[config.mk]
export PLATFORM = sky130hd
export DESIGN_NAME = light_prox_sensor_regs
export DESIGN_NICKNAME = d
export VERILOG_FILES = /design/src/light_prox_pkg.sv /design/src/light_prox_sensor_regs.sv
export SDC_FILE = /design/constraint.sdc
export NUM_CORES = 1
export LEC_CHECK = 0
export BUFFER_PORTS_ARGS = -buffer_cell sky130_fd_sc_hd__buf_2
export CAP_MARGIN = 25
export CORE_UTILIZATION = 59
export CTS_CLUSTER_DIAMETER = 50
export DETAILED_ROUTE_END_ITERATION = 10
export GPL_ROUTABILITY_DRIVEN = 0
export PLACE_DENSITY = 0.82
export SKIP_LAST_GASP = 1
export SYNTH_ARGS = -nofsm -noshare
export SYNTH_HDL_FRONTEND = slang
export SYNTH_SLANG_ARGS = --single-unit
[constraint.sdc]
create_clock -name clk_in -period 6.8 [get_ports clk_in]
set_clock_uncertainty 0.05 [all_clocks]
set_input_delay 1.36 -clock clk_in [delete_from_list [all_inputs] [get_ports clk_in]]
set_output_delay 1.36 -clock clk_in [all_outputs]
set_load 0.005 [all_outputs]
[src/light_prox_pkg.sv]
// Constants for the sensor register bank: register offsets, field positions,
// reset values, serial-bus command layout, controller states and drive tables.
// Assumes a single 100 MHz clock domain inside the sensor.
package light_prox_pkg;

	// ------------------------------------------------------------
	// Register offsets
	// ------------------------------------------------------------
	localparam logic [4:0] ANALOG_CONTROL_ADDR = 5'h0F;
	localparam logic [4:0] PART_IDENT_ADDR = 5'h12;
	localparam logic [4:0] DEVICE_STATUS_ADDR = 5'h13;
	localparam logic [4:0] LIGHT_CH0_LOW_ADDR = 5'h14;
	localparam logic [4:0] LIGHT_CH0_HIGH_ADDR = 5'h15;
	localparam logic [4:0] LIGHT_CH1_LOW_ADDR = 5'h16;
	localparam logic [4:0] LIGHT_CH1_HIGH_ADDR = 5'h17;
	localparam logic [4:0] PROX_RESULT_LOW_ADDR = 5'h18;
	localparam logic [4:0] PROX_RESULT_HIGH_ADDR = 5'h19;
	localparam logic [4:0] PROX_OFFSET_COMP_ADDR = 5'h1E;
	localparam int RESULT_CHANNELS = 3;

	// ------------------------------------------------------------
	// Field positions and reset values
	// ------------------------------------------------------------
	localparam int DRIVE_MSB = 7;
	localparam int DRIVE_LSB = 6;
	localparam int DIODE_MSB = 5;
	localparam int DIODE_LSB = 4;
	localparam int PROX_GAIN_MSB = 3;
	localparam int PROX_GAIN_LSB = 2;
	localparam int LGAIN_MSB = 1;
	localparam int LGAIN_LSB = 0;
	localparam int STAT_SATURATED_BIT = 6;
	localparam int STAT_PIRQ_BIT = 5;
	localparam int STAT_LIRQ_BIT = 4;
	localparam int STAT_PROX_VALID_BIT = 1;
	localparam int STAT_LVALID_BIT = 0;
	localparam int OFFSET_SIGN_BIT = 7;
	localparam logic [1:0] DIODE_RESERVED = 2'h3;
	localparam logic [7:0] ANALOG_CONTROL_RESET = 8'h00;
	localparam logic [7:0] PROX_OFFSET_RESET = 8'h00;

	// ------------------------------------------------------------
	// Command byte layout: bits 4:0 pointer, bits 6:5 transfer type
	// ------------------------------------------------------------
	localparam int CMD_TYPE_MSB = 6;
	localparam int CMD_TYPE_LSB = 5;
	localparam logic [1:0] CMD_TYPE_AUTO_INC = 2'h1;
	localparam logic [3:0] BITS_PER_BYTE = 4'h8;
	localparam logic [3:0] LAST_TX_BIT = 4'h7;

	// ------------------------------------------------------------
	// LED sink current in tenths of a milliamp, per drive code
	// ------------------------------------------------------------
	localparam logic [10:0] LED_NORMAL_00 = 11'h4B0; // 120 mA
	localparam logic [10:0] LED_NORMAL_01 = 11'h258; // 60 mA
	localparam logic [10:0] LED_NORMAL_10 = 11'h12C; // 30 mA
	localparam logic [10:0] LED_NORMAL_11 = 11'h096; // 15 mA
	localparam logic [10:0] LED_REDUCED_00 = 11'h096; // 15 mA
	localparam logic [10:0] LED_REDUCED_01 = 11'h04B; // 7.5 mA
	localparam logic [10:0] LED_REDUCED_10 = 11'h026; // 3.8 mA
	localparam logic [10:0] LED_REDUCED_11 = 11'h013; // 1.9 mA
	localparam int REDUCED_SHIFT = 3;

	// ------------------------------------------------------------
	// Serial controller states
	// ------------------------------------------------------------
	typedef enum logic [3:0] {
		ST_IDLE = 4'b0000,
		ST_ADDR = 4'b0001,
		ST_ADDR_ACK = 4'b0010,
		ST_CMD = 4'b0011,
		ST_CMD_ACK = 4'b0100,
		ST_WDATA = 4'b0101,
		ST_WDATA_ACK = 4'b0110,
		ST_RDATA = 4'b0111,
		ST_RDATA_ACK = 4'b1000
	} bus_state_e;

endpackage : light_prox_pkg

[src/light_prox_sensor_regs.sv]
// Register bank of a light and proximity sensor behind a two-wire serial bus.
// Assumes the measurement engine runs on clk_in and hands over results,
// completion pulses and flags as same-clock signals; bus pins are asynchronous.
//
// Function
// Drive code 00..11 selects 120/60/30/15 mA, or 15/7.5/3.8/1.9 mA reduced.
// Control byte holds drive, diode select, proximity gain and light gain fields.
// Diode select picks none, first or second photodiode; code 11 is reserved.
// Identification register returns a fixed part code; writes never change it.
// Status register is read-only; host writes leave every flag untouched.
// Status bit 6 sets when a proximity measurement saturated the front end.
// Status bit 5 reads one while the proximity interrupt is asserted.
// Status bit 4 reads one while the light interrupt is asserted.
// Status bits 7, 3 and 2 always read as zero.
// Status bit 1 sets once proximity integration completes after enable.
// Status bit 0 sets once light integration completes after enable.
// Two 16-bit light results sit at 0x14..0x17, low byte first.
// Reading a light low byte copies its high byte into a shadow.
// The shadowed high byte stays coherent despite later integration cycles.
// Host should read each result as one auto-increment two-byte transfer.
// Proximity result low byte sits at 0x18, high byte at 0x19.
// Reading proximity low byte latches the high byte for the next read.
// Offset is sign-magnitude; bit 7 zero shifts negative, one positive.
// Proximity offset register holds zero after reset.
// Offset shift scales with proximity gain, drive strength and pulse count.
// Reduced-drive flag lowers the LED current for every drive code.
// An 8-bit pulse count sets LED pulses per proximity accumulation.
// Writes to read-only registers are acknowledged but change nothing.
`timescale 1ns/1ps

module light_prox_sensor_regs
	import light_prox_pkg::*;
#(
	parameter logic [6:0] BUS_ADDRESS = 7'h52, // Arbitrary value
	parameter logic [7:0] PART_CODE = 8'hA5 // Arbitrary value
) (
	// Clock and reset
	input wire logic clk_in,
	input wire logic rst_in,
	// Serial bus pins, open drain
	input wire logic scl_in,
	input wire logic sda_in,
	output logic sda_out,
	output logic sda_oe_n_out,
	// Measurement engine results
	input wire logic [15:0] light_ch0_data_in,
	input wire logic [15:0] light_ch1_data_in,
	input wire logic [15:0] prox_data_in,
	input wire logic light_done_in,
	input wire logic prox_done_in,
	input wire logic prox_saturated_in,
	input wire logic prox_irq_in,
	input wire logic light_irq_in,
	// Settings held elsewhere in the device
	input wire logic prox_enable_bit_in,
	input wire logic light_enable_bit_in,
	input wire logic reduced_drive_flag_in,
	input wire logic [7:0] led_pulse_count_in,
	// Analog settings
	output logic [1:0] led_drive_strength_out,
	output logic [1:0] sense_diode_select_out,
	output logic [1:0] prox_gain_sel_out,
	output logic [1:0] light_gain_sel_out,
	output logic [10:0] led_current_out,
	output logic prox_offset_sign_out,
	output logic [21:0] prox_offset_shift_out
);

	// ------------------------------------------------------------
	// Pin synchronisers and edge detection
	// ------------------------------------------------------------
	logic scl_meta_r;
	logic scl_sync_r;
	logic scl_prev_r;
	logic sda_meta_r;
	logic sda_sync_r;
	logic sda_prev_r;
	logic scl_rise;
	logic scl_fall;
	logic bus_start;
	logic bus_stop;

	// Three flops per pin; only the second stage and later feed logic
	always_ff @(posedge clk_in) begin
		if (rst_in) begin
			scl_meta_r <= 1'b1;
			scl_sync_r <= 1'b1;
			scl_prev_r <= 1'b1;
			sda_meta_r <= 1'b1;
			sda_sync_r <= 1'b1;
			sda_prev_r <= 1'b1;
		end else begin
			scl_meta_r <= scl_in;
			scl_sync_r <= scl_meta_r;
			scl_prev_r <= scl_sync_r;
			sda_meta_r <= sda_in;
			sda_sync_r <= sda_meta_r;
			sda_prev_r <= sda_sync_r;
		end
	end

	// Start and stop are data edges while the clock line is high
	assign scl_rise = scl_sync_r && !scl_prev_r;
	assign scl_fall = !scl_sync_r && scl_prev_r;
	assign bus_start = scl_sync_r && scl_prev_r && sda_prev_r && !sda_sync_r;
	assign bus_stop = scl_sync_r && scl_prev_r && !sda_prev_r && sda_sync_r;

	// ------------------------------------------------------------
	// Serial controller
	// ------------------------------------------------------------
	bus_state_e state_r;
	logic [7:0] shift_r;
	logic [7:0] tx_r;
	logic [3:0] bit_cnt_r;
	logic [4:0] ptr_r;
	logic auto_inc_r;
	logic rw_r;
	logic master_nack_r;
	logic sda_oe_n_r;
	logic sda_out_r;
	logic [7:0] rd_byte;
	logic rd_load;
	logic wr_strobe;

	// A byte is fetched when the address is acknowledged for a read,
	// or when the host acknowledges the previous byte
	assign rd_load = scl_fall && ((state_r == ST_ADDR_ACK && rw_r) ||
		(state_r == ST_RDATA_ACK && !master_nack_r));
	assign wr_strobe = scl_fall && state_r == ST_WDATA && bit_cnt_r == BITS_PER_BYTE;

	// State, shifters and the open-drain data driver
	always_ff @(posedge clk_in) begin
		if (rst_in) begin
			state_r <= ST_IDLE;
			shift_r <= 8'h00;
			tx_r <= 8'h00;
			bit_cnt_r <= 4'h0;
			rw_r <= 1'b0;
			master_nack_r <= 1'b0;
			sda_oe_n_r <= 1'b1;
		end else if (bus_start) begin
			state_r <= ST_ADDR; // Repeated start restarts from any state
			bit_cnt_r <= 4'h0;
			sda_oe_n_r <= 1'b1;
		end else if (bus_stop) begin
			state_r <= ST_IDLE;
			sda_oe_n_r <= 1'b1;
		end else if (scl_rise) begin
			if (state_r == ST_ADDR || state_r == ST_CMD || state_r == ST_WDATA) begin
				shift_r <= {shift_r[6:0], sda_sync_r};
				bit_cnt_r <= bit_cnt_r + 4'h1;
			end else if (state_r == ST_RDATA_ACK) begin
				master_nack_r <= sda_sync_r;
			end
		end else if (scl_fall) begin
			case (state_r)
				ST_ADDR: begin
					if (bit_cnt_r == BITS_PER_BYTE) begin
						if (shift_r[7:1] == BUS_ADDRESS) begin
							state_r <= ST_ADDR_ACK;
							rw_r <= shift_r[0];
							sda_oe_n_r <= 1'b0;
						end else begin
							state_r <= ST_IDLE; // Not ours: stay off the bus
						end
					end
				end
				ST_CMD: begin
					if (bit_cnt_r == BITS_PER_BYTE) begin
						state_r <= ST_CMD_ACK;
						sda_oe_n_r <= 1'b0;
					end
				end
				// ack read-only writes
				ST_WDATA: begin
					if (bit_cnt_r == BITS_PER_BYTE) begin
						state_r <= ST_WDATA_ACK;
						sda_oe_n_r <= 1'b0;
					end
				end
				ST_CMD_ACK, ST_WDATA_ACK: begin
					state_r <= ST_WDATA;
					bit_cnt_r <= 4'h0;
					sda_oe_n_r <= 1'b1;
				end
				ST_ADDR_ACK, ST_RDATA_ACK: begin
					if (state_r == ST_ADDR_ACK && !rw_r) begin
						state_r <= ST_CMD;
						bit_cnt_r <= 4'h0;
						sda_oe_n_r <= 1'b1;
					end else if (state_r == ST_RDATA_ACK && master_nack_r) begin
						state_r <= ST_IDLE; // Host ends the read
						sda_oe_n_r <= 1'b1;
					end else begin
						state_r <= ST_RDATA;
						tx_r <= rd_byte;
						bit_cnt_r <= 4'h0;
						sda_oe_n_r <= rd_byte[7]; // Release for one, pull for zero
					end
				end
				ST_RDATA: begin
					if (bit_cnt_r == LAST_TX_BIT) begin
						state_r <= ST_RDATA_ACK;
						sda_oe_n_r <= 1'b1;
					end else begin
						tx_r <= {tx_r[6:0], 1'b0};
						sda_oe_n_r <= tx_r[6];
						bit_cnt_r <= bit_cnt_r + 4'h1;
					end
				end
				default: begin
					state_r <= ST_IDLE;
				end
			endcase
		end
	end

	// The pin only ever pulls low; the level driven is constant
	always_ff @(posedge clk_in) begin
		if (rst_in) begin
			sda_out_r <= 1'b0;
		end else begin
			sda_out_r <= 1'b0;
		end
	end

	// Register pointer from the command byte, then auto-increment per byte
	always_ff @(posedge clk_in) begin
		if (rst_in) begin
			ptr_r <= 5'h00;
			auto_inc_r <= 1'b0;
		end else if (scl_fall && state_r == ST_CMD && bit_cnt_r == BITS_PER_BYTE) begin
			ptr_r <= shift_r[4:0];
			auto_inc_r <= shift_r[CMD_TYPE_MSB:CMD_TYPE_LSB] == CMD_TYPE_AUTO_INC;
		end else if ((rd_load || wr_strobe) && auto_inc_r) begin
			ptr_r <= ptr_r + 5'h01;
		end
	end

	assign sda_out = sda_out_r;
	assign sda_oe_n_out = sda_oe_n_r;

	// ------------------------------------------------------------
	// Writable registers
	// ------------------------------------------------------------
	logic [7:0] analog_control_r;
	logic [7:0] prox_offset_comp_r;

	// control fields
	always_ff @(posedge clk_in) begin
		if (rst_in) begin
			analog_control_r <= ANALOG_CONTROL_RESET;
		end else if (wr_strobe && ptr_r == ANALOG_CONTROL_ADDR) begin
			analog_control_r[DRIVE_MSB:DRIVE_LSB] <= shift_r[DRIVE_MSB:DRIVE_LSB];
			analog_control_r[PROX_GAIN_MSB:LGAIN_LSB] <= shift_r[PROX_GAIN_MSB:LGAIN_LSB];
			// reserved diode code
			if (shift_r[DIODE_MSB:DIODE_LSB] != DIODE_RESERVED) begin
				analog_control_r[DIODE_MSB:DIODE_LSB] <= shift_r[DIODE_MSB:DIODE_LSB];
			end
		end
	end

	// offset cleared at reset
	always_ff @(posedge clk_in) begin
		if (rst_in) begin
			prox_offset_comp_r <= PROX_OFFSET_RESET;
		end else if (wr_strobe && ptr_r == PROX_OFFSET_COMP_ADDR) begin
			prox_offset_comp_r <= shift_r;
		end
	end

	// ------------------------------------------------------------
	// Status flags
	// ------------------------------------------------------------
	logic prox_saturated_flag_r;
	logic prox_irq_flag_r;
	logic light_irq_flag_r;
	logic prox_result_valid_r;
	logic light_result_valid_r;
	logic [7:0] status_byte;

	// saturation follows the latest proximity cycle
	always_ff @(posedge clk_in) begin
		if (rst_in) begin
			prox_saturated_flag_r <= 1'b0;
		end else if (prox_done_in) begin
			prox_saturated_flag_r <= prox_saturated_in;
		end
	end

	// interrupt levels mirrored
	always_ff @(posedge clk_in) begin
		if (rst_in) begin
			prox_irq_flag_r <= 1'b0;
			light_irq_flag_r <= 1'b0;
		end else begin
			prox_irq_flag_r <= prox_irq_in;
			light_irq_flag_r <= light_irq_in;
		end
	end

	// valid after enabled cycle; a completion while disabled still clears valid
	always_ff @(posedge clk_in) begin
		if (rst_in) begin
			prox_result_valid_r <= 1'b0;
			light_result_valid_r <= 1'b0;
		end else begin
			if (prox_done_in && prox_enable_bit_in) begin
				prox_result_valid_r <= 1'b1;
			end else if (!prox_enable_bit_in) begin
				prox_result_valid_r <= 1'b0;
			end
			if (light_done_in && light_enable_bit_in) begin
				light_result_valid_r <= 1'b1;
			end else if (!light_enable_bit_in) begin
				light_result_valid_r <= 1'b0;
			end
		end
	end

	// reserved bits tied low; R05 no bus path writes these
	always_comb begin
		status_byte = 8'h00;
		status_byte[STAT_SATURATED_BIT] = prox_saturated_flag_r;
		status_byte[STAT_PIRQ_BIT] = prox_irq_flag_r;
		status_byte[STAT_LIRQ_BIT] = light_irq_flag_r;
		status_byte[STAT_PROX_VALID_BIT] = prox_result_valid_r;
		status_byte[STAT_LVALID_BIT] = light_result_valid_r;
	end

	// ------------------------------------------------------------
	// Result channels and high-byte shadows
	// ------------------------------------------------------------
	logic [15:0] chan_data [RESULT_CHANNELS];
	logic [7:0] shadow_r [RESULT_CHANNELS];

	assign chan_data[0] = light_ch0_data_in;
	assign chan_data[1] = light_ch1_data_in;
	assign chan_data[2] = prox_data_in;

	// shadow capture on low-byte read only, so later cycles cannot tear it
	for (genvar g = 0; g < RESULT_CHANNELS; g++) begin : g_shadow
		always_ff @(posedge clk_in) begin
			if (rst_in) begin
				shadow_r[g] <= 8'h00;
			end else if (rd_load && ptr_r == LIGHT_CH0_LOW_ADDR + 5'(2 * g)) begin
				shadow_r[g] <= chan_data[g][15:8];
			end
		end
	end

	// read decode; R04 identification is a constant
	always_comb begin
		rd_byte = 8'h00; // Unmapped offsets read as zero
		if (ptr_r == ANALOG_CONTROL_ADDR) begin
			rd_byte = analog_control_r;
		end else if (ptr_r == PART_IDENT_ADDR) begin
			rd_byte = PART_CODE;
		end else if (ptr_r == DEVICE_STATUS_ADDR) begin
			rd_byte = status_byte;
		end else if (ptr_r == PROX_OFFSET_COMP_ADDR) begin
			rd_byte = prox_offset_comp_r;
		end else begin
			for (int i = 0; i < RESULT_CHANNELS; i++) begin
				if (ptr_r == LIGHT_CH0_LOW_ADDR + 5'(2 * i)) begin
					rd_byte = chan_data[i][7:0];
				end else if (ptr_r == LIGHT_CH0_HIGH_ADDR + 5'(2 * i)) begin
					rd_byte = shadow_r[i];
				end
			end
		end
	end

	// ------------------------------------------------------------
	// Analog outputs
	// ------------------------------------------------------------
	function automatic logic [10:0] led_current(input logic [1:0] code, input logic reduced);
		logic [10:0] ma;
		ma = 11'h000;
		case (code)
			2'h0: ma = reduced ? LED_REDUCED_00 : LED_NORMAL_00;
			2'h1: ma = reduced ? LED_REDUCED_01 : LED_NORMAL_01;
			2'h2: ma = reduced ? LED_REDUCED_10 : LED_NORMAL_10;
			default: ma = reduced ? LED_REDUCED_11 : LED_NORMAL_11;
		endcase
		return ma;
	endfunction : led_current

	logic [10:0] led_current_r;
	logic prox_offset_sign_r;
	logic [21:0] prox_offset_shift_r;
	logic [21:0] offset_scaled;

	// magnitude x 2^gain x pulses x drive ratio; only relative scale is modelled
	always_comb begin
		offset_scaled = 22'(prox_offset_comp_r[6:0]) * 22'(led_pulse_count_in);
		offset_scaled = offset_scaled << analog_control_r[PROX_GAIN_MSB:PROX_GAIN_LSB];
		offset_scaled = offset_scaled << (2'h3 - analog_control_r[DRIVE_MSB:DRIVE_LSB]);
		if (reduced_drive_flag_in) begin
			offset_scaled = offset_scaled >> REDUCED_SHIFT;
		end
	end

	// drive current; R18 sign passed on
	always_ff @(posedge clk_in) begin
		if (rst_in) begin
			led_current_r <= LED_NORMAL_00;
			prox_offset_sign_r <= 1'b0;
			prox_offset_shift_r <= 22'h000000;
		end else begin
			led_current_r <= led_current(analog_control_r[DRIVE_MSB:DRIVE_LSB],
				reduced_drive_flag_in);
			prox_offset_sign_r <= prox_offset_comp_r[OFFSET_SIGN_BIT];
			prox_offset_shift_r <= offset_scaled;
		end
	end

	assign led_drive_strength_out = analog_control_r[DRIVE_MSB:DRIVE_LSB];
	assign sense_diode_select_out = analog_control_r[DIODE_MSB:DIODE_LSB];
	assign prox_gain_sel_out = analog_control_r[PROX_GAIN_MSB:PROX_GAIN_LSB];
	assign light_gain_sel_out = analog_control_r[LGAIN_MSB:LGAIN_LSB];
	assign led_current_out = led_current_r;
	assign prox_offset_sign_out = prox_offset_sign_r;
	assign prox_offset_shift_out = prox_offset_shift_r;
endmodule : light_prox_sensor_regs

==> impl_metrics.toml, run 1 <==
[outcome]
status = "complete, no violations"

[layout]
seq_area_mm2 = 0.002562
finalNonFillerCells = 1205
drive_above_1_share_pct = 17.78
num-fill-cells = 1052
antenna_cells = 0
area_delta_synth_final_pct = 14.91
nNetsFinal = 1158
fin_util_pct = 70.37
multiInputGateArea_mm2 = 0.005259

[clock_tree]
cts-resized-gates = 0
clk_latency_ns = 0.41
clock_sinks = 116
htree_levels = 4
cts_tree = "done"
post_cts_buffers = 0
root_buffer = "clkbuf_16"
clkTransAtPathRegs_ns = 0.06
hold_buffers = 0
clockBufferDepth = 2
cts-buffers-inserted = 17

[routing]
drt-vias-per-instance = 6.039
routed_wl_um = 19950
antenna_left = 0
drtPass1Iterations = 6
vias = 7277
drc_errors = 0
detail_route.wl_per_cell_um = 16.55
drtIter0Drc = 581

[sta]
rsz0062_at_grt = "no"
final_hold_viol_count = 0
setup_violations = 0
max_freq_mhz = 168.0
layout_setup_ws_ns = 0.8470
slew_headroom_pct = 40.25
fin_crit_sh_pct = 87.54
setup-tns-final_ns = 0
worst_pin_slew_ns = 0.8951
final_max_slew_viol_count = 0
period_minus_slack_ns = 5.953

[flow_run]
maxCapViolCount = 0

[critical_path]
rrSetupSlack_ns = 1.38
reg2reg_to = "prox_offset_shift_out[14]$_SDFF_PP0_"
rr_startpoint = "prox_offset_comp_r[6]$_SDFFE_PP0P_"
crit_path_end = "prox_offset_shift_out[14]$_SDFF_PP0_"
startpoint = "led_pulse_count_in[3]"
crit_arrival_ns = 6.21
rr_worst_depth = 17
cp.required_ns = 7.06
crit_type = "in2reg"
crit_path_start_kind = "primary input"
endpoint_kind = "flip-flop"
cp_max_fo = 7

[logic_synthesis]
synth.distinct_cells = 79
synth_edf_count = 24
synth.area.top_cells = "dfxtp_1 22%, edfxtp_1 8.8%, fa_1 7.1%"
synthArstFlopShare_pct = 0
yosys_warnings = 0
synthFlopType = "dfxtp_1"
synth.largest_area_cell = "dfxtp_1"
ys_seq_area_share_pct = 31.22
synth.most_common_cell = "nor2_1"
synth_top_area_share_pct = 22.44
ys_ff_latch = 116
synth_common_cells = "108 x nor2_1, 92 x dfxtp_1, 74 x nand2_1"
synth_area_per_cell_um2 = 8.721
synth_cells = 941
syn_area_mm2 = 0.008207

[grt]
grt_pass1_wl_um = 32640
grt_max_degree = 85
grt-ovfl-total = 0
grt_pass1_vias = 6705
grt_usage_pct = 28.43
antenna_found_initial = 0

[min_path]
hold_class = "reg2reg"

[floorplanning]
die_h_um = 119.9
coreArea_mm2 = 0.01340
die_w_um = 119.9
io_pins = 112
dieArea_mm2 = 0.01439
start_util_pct = 61.24
rows = 42

[pwr]
irDropWorstVdd_v = 0.0002317
finalPower_mw = 1.768
p_leak_nw = 4.230
p_per_area_mw_per_mm2 = 187.5

[place]
placedCellCount = 1173
pre_cts_slack_ns = 0.4628
dp_hpwl_um = 14290
port_buffers = 109
==> critical path, stage by stage <==
cell	delay, ns
buf_2	0.13
and2_1	0.17
fa_1	0.54
inv_1	0.05
fa_1	0.47
inv_1	0.05
fa_1	0.53
inv_1	0.05
fa_1	0.53
inv_1	0.04
ha_1	0.34
a21oi_1	0.34
o211ai_2	0.24
a31o_2	0.26
nor4b_1	0.28
o31ai_1	0.16
a21oi_2	0.23
a211oi_1	0.09
o32ai_1	0.34
==> where the power goes <==
group,internal [mW],leakage (nW),switching (mW)
Combinational,0.0272,2.93,0.0393
Clock,0.655,0.311,0.325
Sequential,0.713,0.993,0.00784
==> state kept, by name, summed over array words and instances, names as in the netlist, 4 cells and up <==
| signal | flops |
|---|---|
| bit_cnt_r | 4 |
| shift_r | 8 |
| prox_offset_shift_out | 21 |
| prox_offset_comp_r | 8 |
| shadow_r | 24 |
| tx_r | 7 |
| led_current_out | 11 |
| state_r | 4 |
| analog_control_r | 8 |
| ptr_r | 5 |
==> cells in the final DEF, fill, tap and decap left out, types with 6 or more instances in the layout <==
cell / n
buf_2: 109
nor2_1: 108
dfxtp_1: 92
nand2_1: 74
and2_1: 73
a21oi_1: 52
ha_1: 45
mux2i_1: 40
inv_1: 39
o21ai_0: 29
fa_1: 29
edfxtp_1: 24
nand3_1: 22
a211oi_1: 22
nor3_1: 21
clkbuf_16: 18
or2_2: 12
a21o_1: 11
nand2b_1: 10
a32oi_1: 10
a221oi_1: 10
o211ai_1: 9
xor2_1: 8
o31ai_1: 6
xnor2_1: 6
or3_1: 6
nand4_1: 6
==> layout make-up <==
type	instances	share of cell area [%]
multi-input cells	726	55.76
clock inverters	11	1.844
inverters	42	1.672
repair buffers	113	6.103
flip-flops and latches	116	27.17
well taps	176	2.335
clock buffers	21	5.108
==> metrics by stage <==
stage               cell area, um2  hold WS (ns)
floorplan                     8210        0.3395
global placement              8775        0.3539
detailed placement            8775        0.3645
CTS                           9430        0.3611
global route                  9430        0.3756
finish                        9430        0.3597
==> worst min path at each step <==
stage                          start               endpoint  cells past startpoint
2_1_floorplan  scl_meta_r$_SDFF_PP1_  scl_sync_r$_SDFF_PP1_                      1
3_3_place_gp   sda_meta_r$_SDFF_PP1_  sda_sync_r$_SDFF_PP1_                      1
3_5_place_dp   scl_meta_r$_SDFF_PP1_  scl_sync_r$_SDFF_PP1_                      1
4_1_cts        sda_meta_r$_SDFF_PP1_  sda_sync_r$_SDFF_PP1_                      1
5_1_grt        sda_meta_r$_SDFF_PP1_  sda_sync_r$_SDFF_PP1_                      1
6_report       sda_meta_r$_SDFF_PP1_  sda_sync_r$_SDFF_PP1_                      1
==> cells by family after synthesis <==
family,synth area share [%]
AO/OA/AOI/OAI,19.39
XOR/XNOR,1.494
adder cells (fa/ha/maj),13.94
buffers and inverters,4.741
flip-flops,31.22
multiplexers,6.525
other,0.04569
AND/OR/NAND/NOR,22.64
==> layer usage <==
layer / share of wire [%] / GRT usage (%)
met2: 46 / 44.65
met4: 1.9 / 9.141
met1: 46 / 39.79
met3: 5.4 / 4.658
met5: 0 / 0
Note: power is estimated with default switching activity, not from simulation.
==> inputs of run 2 (changes only) <==
BUFFER_PORTS_ARGS = -buffer_cell sky130_fd_sc_hd__buf_4   (was -buffer_cell sky130_fd_sc_hd__buf_2)
==> impl_metrics.toml, run 2 (synthesized netlist as in run 1, its figures left out) <==
[min_path]
whs_path_depth = 1
hold_class = "reg2reg"
hp-start = "scl_meta_r$_SDFF_PP1_"
worstHoldEndpoint = "scl_sync_r$_SDFF_PP1_"

[place]
port_buffers = 109
pre_cts_slack_ns = 0.4670
dp_hpwl_um = 14950
place_area_mm2 = 0.009040

[layout]
nNetsFinal = 1157
final_area_mm2 = 0.009659
drive_above_1_share_pct = 17.12
area_delta_synth_final_pct = 17.70
largest_reg_flops = 24
num-fill-cells = 1022
regMostFlops = "shadow_r"
layout_common_cells = "112 x buf_4, 108 x nor2_1, 92 x dfxtp_1"
mostFrequentLayoutCell = "buf_4"
antenna_cells = 0

[sta]
hold_slack_ns = 0.3684
final_max_slew_viol_count = 0
max_freq_mhz = 169.7
fin_crit_sh_pct = 86.68
setup_violations = 0
rsz0062_at_grt = "no"
layout_setup_ws_ns = 0.9058
slew_headroom_pct = 38.58
worst_pin_slew_ns = 0.9201
setup-tns-final_ns = 0
period_minus_slack_ns = 5.894
final_hold_viol_count = 0

[floorplanning]
coreArea_mm2 = 0.01340
start_util_pct = 61.24
die_w_um = 119.9
rows = 42
dieArea_mm2 = 0.01439
io_pins = 112
die_h_um = 119.9

[clock_tree]
clkTransAtPathRegs_ns = 0.05
post_cts_buffers = 0
clockBufferDepth = 2
cts-resized-gates = 0
clk_latency_ns = 0.42
cts-buffers-inserted = 17
hold_buffers = 0
htree_levels = 4
root_buffer = "clkbuf_16"
clock_sinks = 116
cts_tree = "done"

[outcome]
status = "complete, no violations"

[pwr]
pwr-share-clk_pct = 54.1
p_sw_share_pct = 20.29
power_frac_comb_pct = 4.5
p_per_area_mw_per_mm2 = 180.7
p_sw_mw = 0.3542
pwr-share-seq_pct = 41.4
irDropWorstVdd_v = 0.0002020
intPower_mw = 1.392
p_leak_nw = 4.277

[grt]
grt_usage_pct = 29.58
grt_pass1_vias = 6873
grt_pass1_wl_um = 33590
grt-ovfl-total = 0
antenna_found_initial = 0
grt_max_degree = 85

[critical_path]
worst_path_largest_cell_delay_ns = 0.53
endpoint_kind = "flip-flop"
cp_num_buf_inv = 5
crit_type = "in2reg"
rr_worst_depth = 17
rrSetupSlack_ns = 1.40
rr_startpoint = "prox_offset_comp_r[6]$_SDFFE_PP0P_"
cp.required_ns = 7.04
cp_slowest_cell = "fa_1"
crit_path_start_kind = "primary input"
crit_arrival_ns = 6.13
path_depth = 19
cp_max_fo = 7
worst_path_dominant_cell_family = "adder cells"
reg2reg_to = "prox_offset_shift_out[11]$_SDFF_PP0_"
crit_chain = "buf_4 -> and2_1 -> fa_1 -> inv_1 -> fa_1 -> inv_1 -> fa_1 -> inv_1 -> fa_1 -> inv_1 -> ha_1 -> a21oi_1 -> o211ai_2 -> or2_2 -> a41o_1 -> o32ai_2 -> o2bb2ai_1 -> o21ai_0 -> o22ai_1"

[routing]
drtPass1Iterations = 6
drc_errors = 0
drt-vias-per-instance = 6.068
routed_wl_um = 20710
antenna_left = 0
detail_route.wl_per_cell_um = 17.20
vias = 7306
drtIter0Drc = 639

[flow_run]
maxCapViolCount = 0
## run 2: cell types whose count changed in the layout (fill, tap and decap cells not counted), sizes merged
cell	change
buf	-1
clkbuf	-3
bufinv	+1
clkinv	+4
clkinvlp	-2
## run 2: routing by layer
layer,GRT usage [%],wire length [um],vias up
met5,0,0,-
li1,-,-,3528
met4,9.766,356,0
met2,47.41,9648,328
met3,5.608,1439,47
met1,39.99,9261,3403
## run 2: layout make-up
cell class	instances	area [um2]	area share, %
Clock buffer	18	429.2	4.443
Timing Repair Buffer	112	840.8	8.705
Inverter	42	157.7	1.632
Clock inverter	14	190.2	1.969
Tap cell	176	220.2	2.280
Sequential cell	116	2562	26.53
Multi-Input combinational cell	726	5259	54.44
## run 2: metrics by stage
step           instances  total power, mW  util (%)
2_1_floorplan        942           0.7663         -
3_3_place_gp        1172           0.8107     67.46
4_1_cts             1204            1.751     72.08
5_1_grt             1204            1.791     72.08
3_5_place_dp        1172           0.8122     67.46
6_report            1204            1.746     72.08
## run 2: worst max path at each step
stage / from / end / slack (ns)
6_report: led_pulse_count_in[3] / prox_offset_shift_out[11]$_SDFF_PP0_ / 0.91
5_1_grt: led_pulse_count_in[3] / prox_offset_shift_out[13]$_SDFF_PP0_ / 0.64
4_1_cts: led_pulse_count_in[3] / prox_offset_shift_out[11]$_SDFF_PP0_ / 0.93
3_5_place_dp: led_pulse_count_in[3] / prox_offset_shift_out[13]$_SDFF_PP0_ / 0.47
3_3_place_gp: led_pulse_count_in[3] / prox_offset_shift_out[13]$_SDFF_PP0_ / 0.57
2_1_floorplan: led_pulse_count_in[3] / prox_offset_shift_out[13]$_SDFF_PP0_ / 0.98
## run 2: worst reg2reg max path, cell delays in order, from the launching register on
cell       delay, ns
dfxtp_1         0.59
nand2_1         0.15
fa_1            0.53
fa_1            0.55
inv_1           0.06
fa_1            0.53
inv_1           0.05
fa_1            0.52
inv_1           0.04
ha_1            0.33
a21oi_1         0.34
o211ai_2        0.24
or2_2           0.35
a41o_1          0.24
o32ai_2         0.13
o2bb2ai_1       0.15
o21ai_0         0.25
o22ai_1         0.16
## run 2: power groups by stage
stage	Sequential (mW)	Clock (mW)	Combinational (mW)
finish	0.722	0.945	0.0785
global route	0.722	0.984	0.0850
CTS	0.722	0.952	0.0778
detailed placement	0.735	0	0.0767
global placement	0.735	0	0.0757
floorplan	0.731	0	0.0350
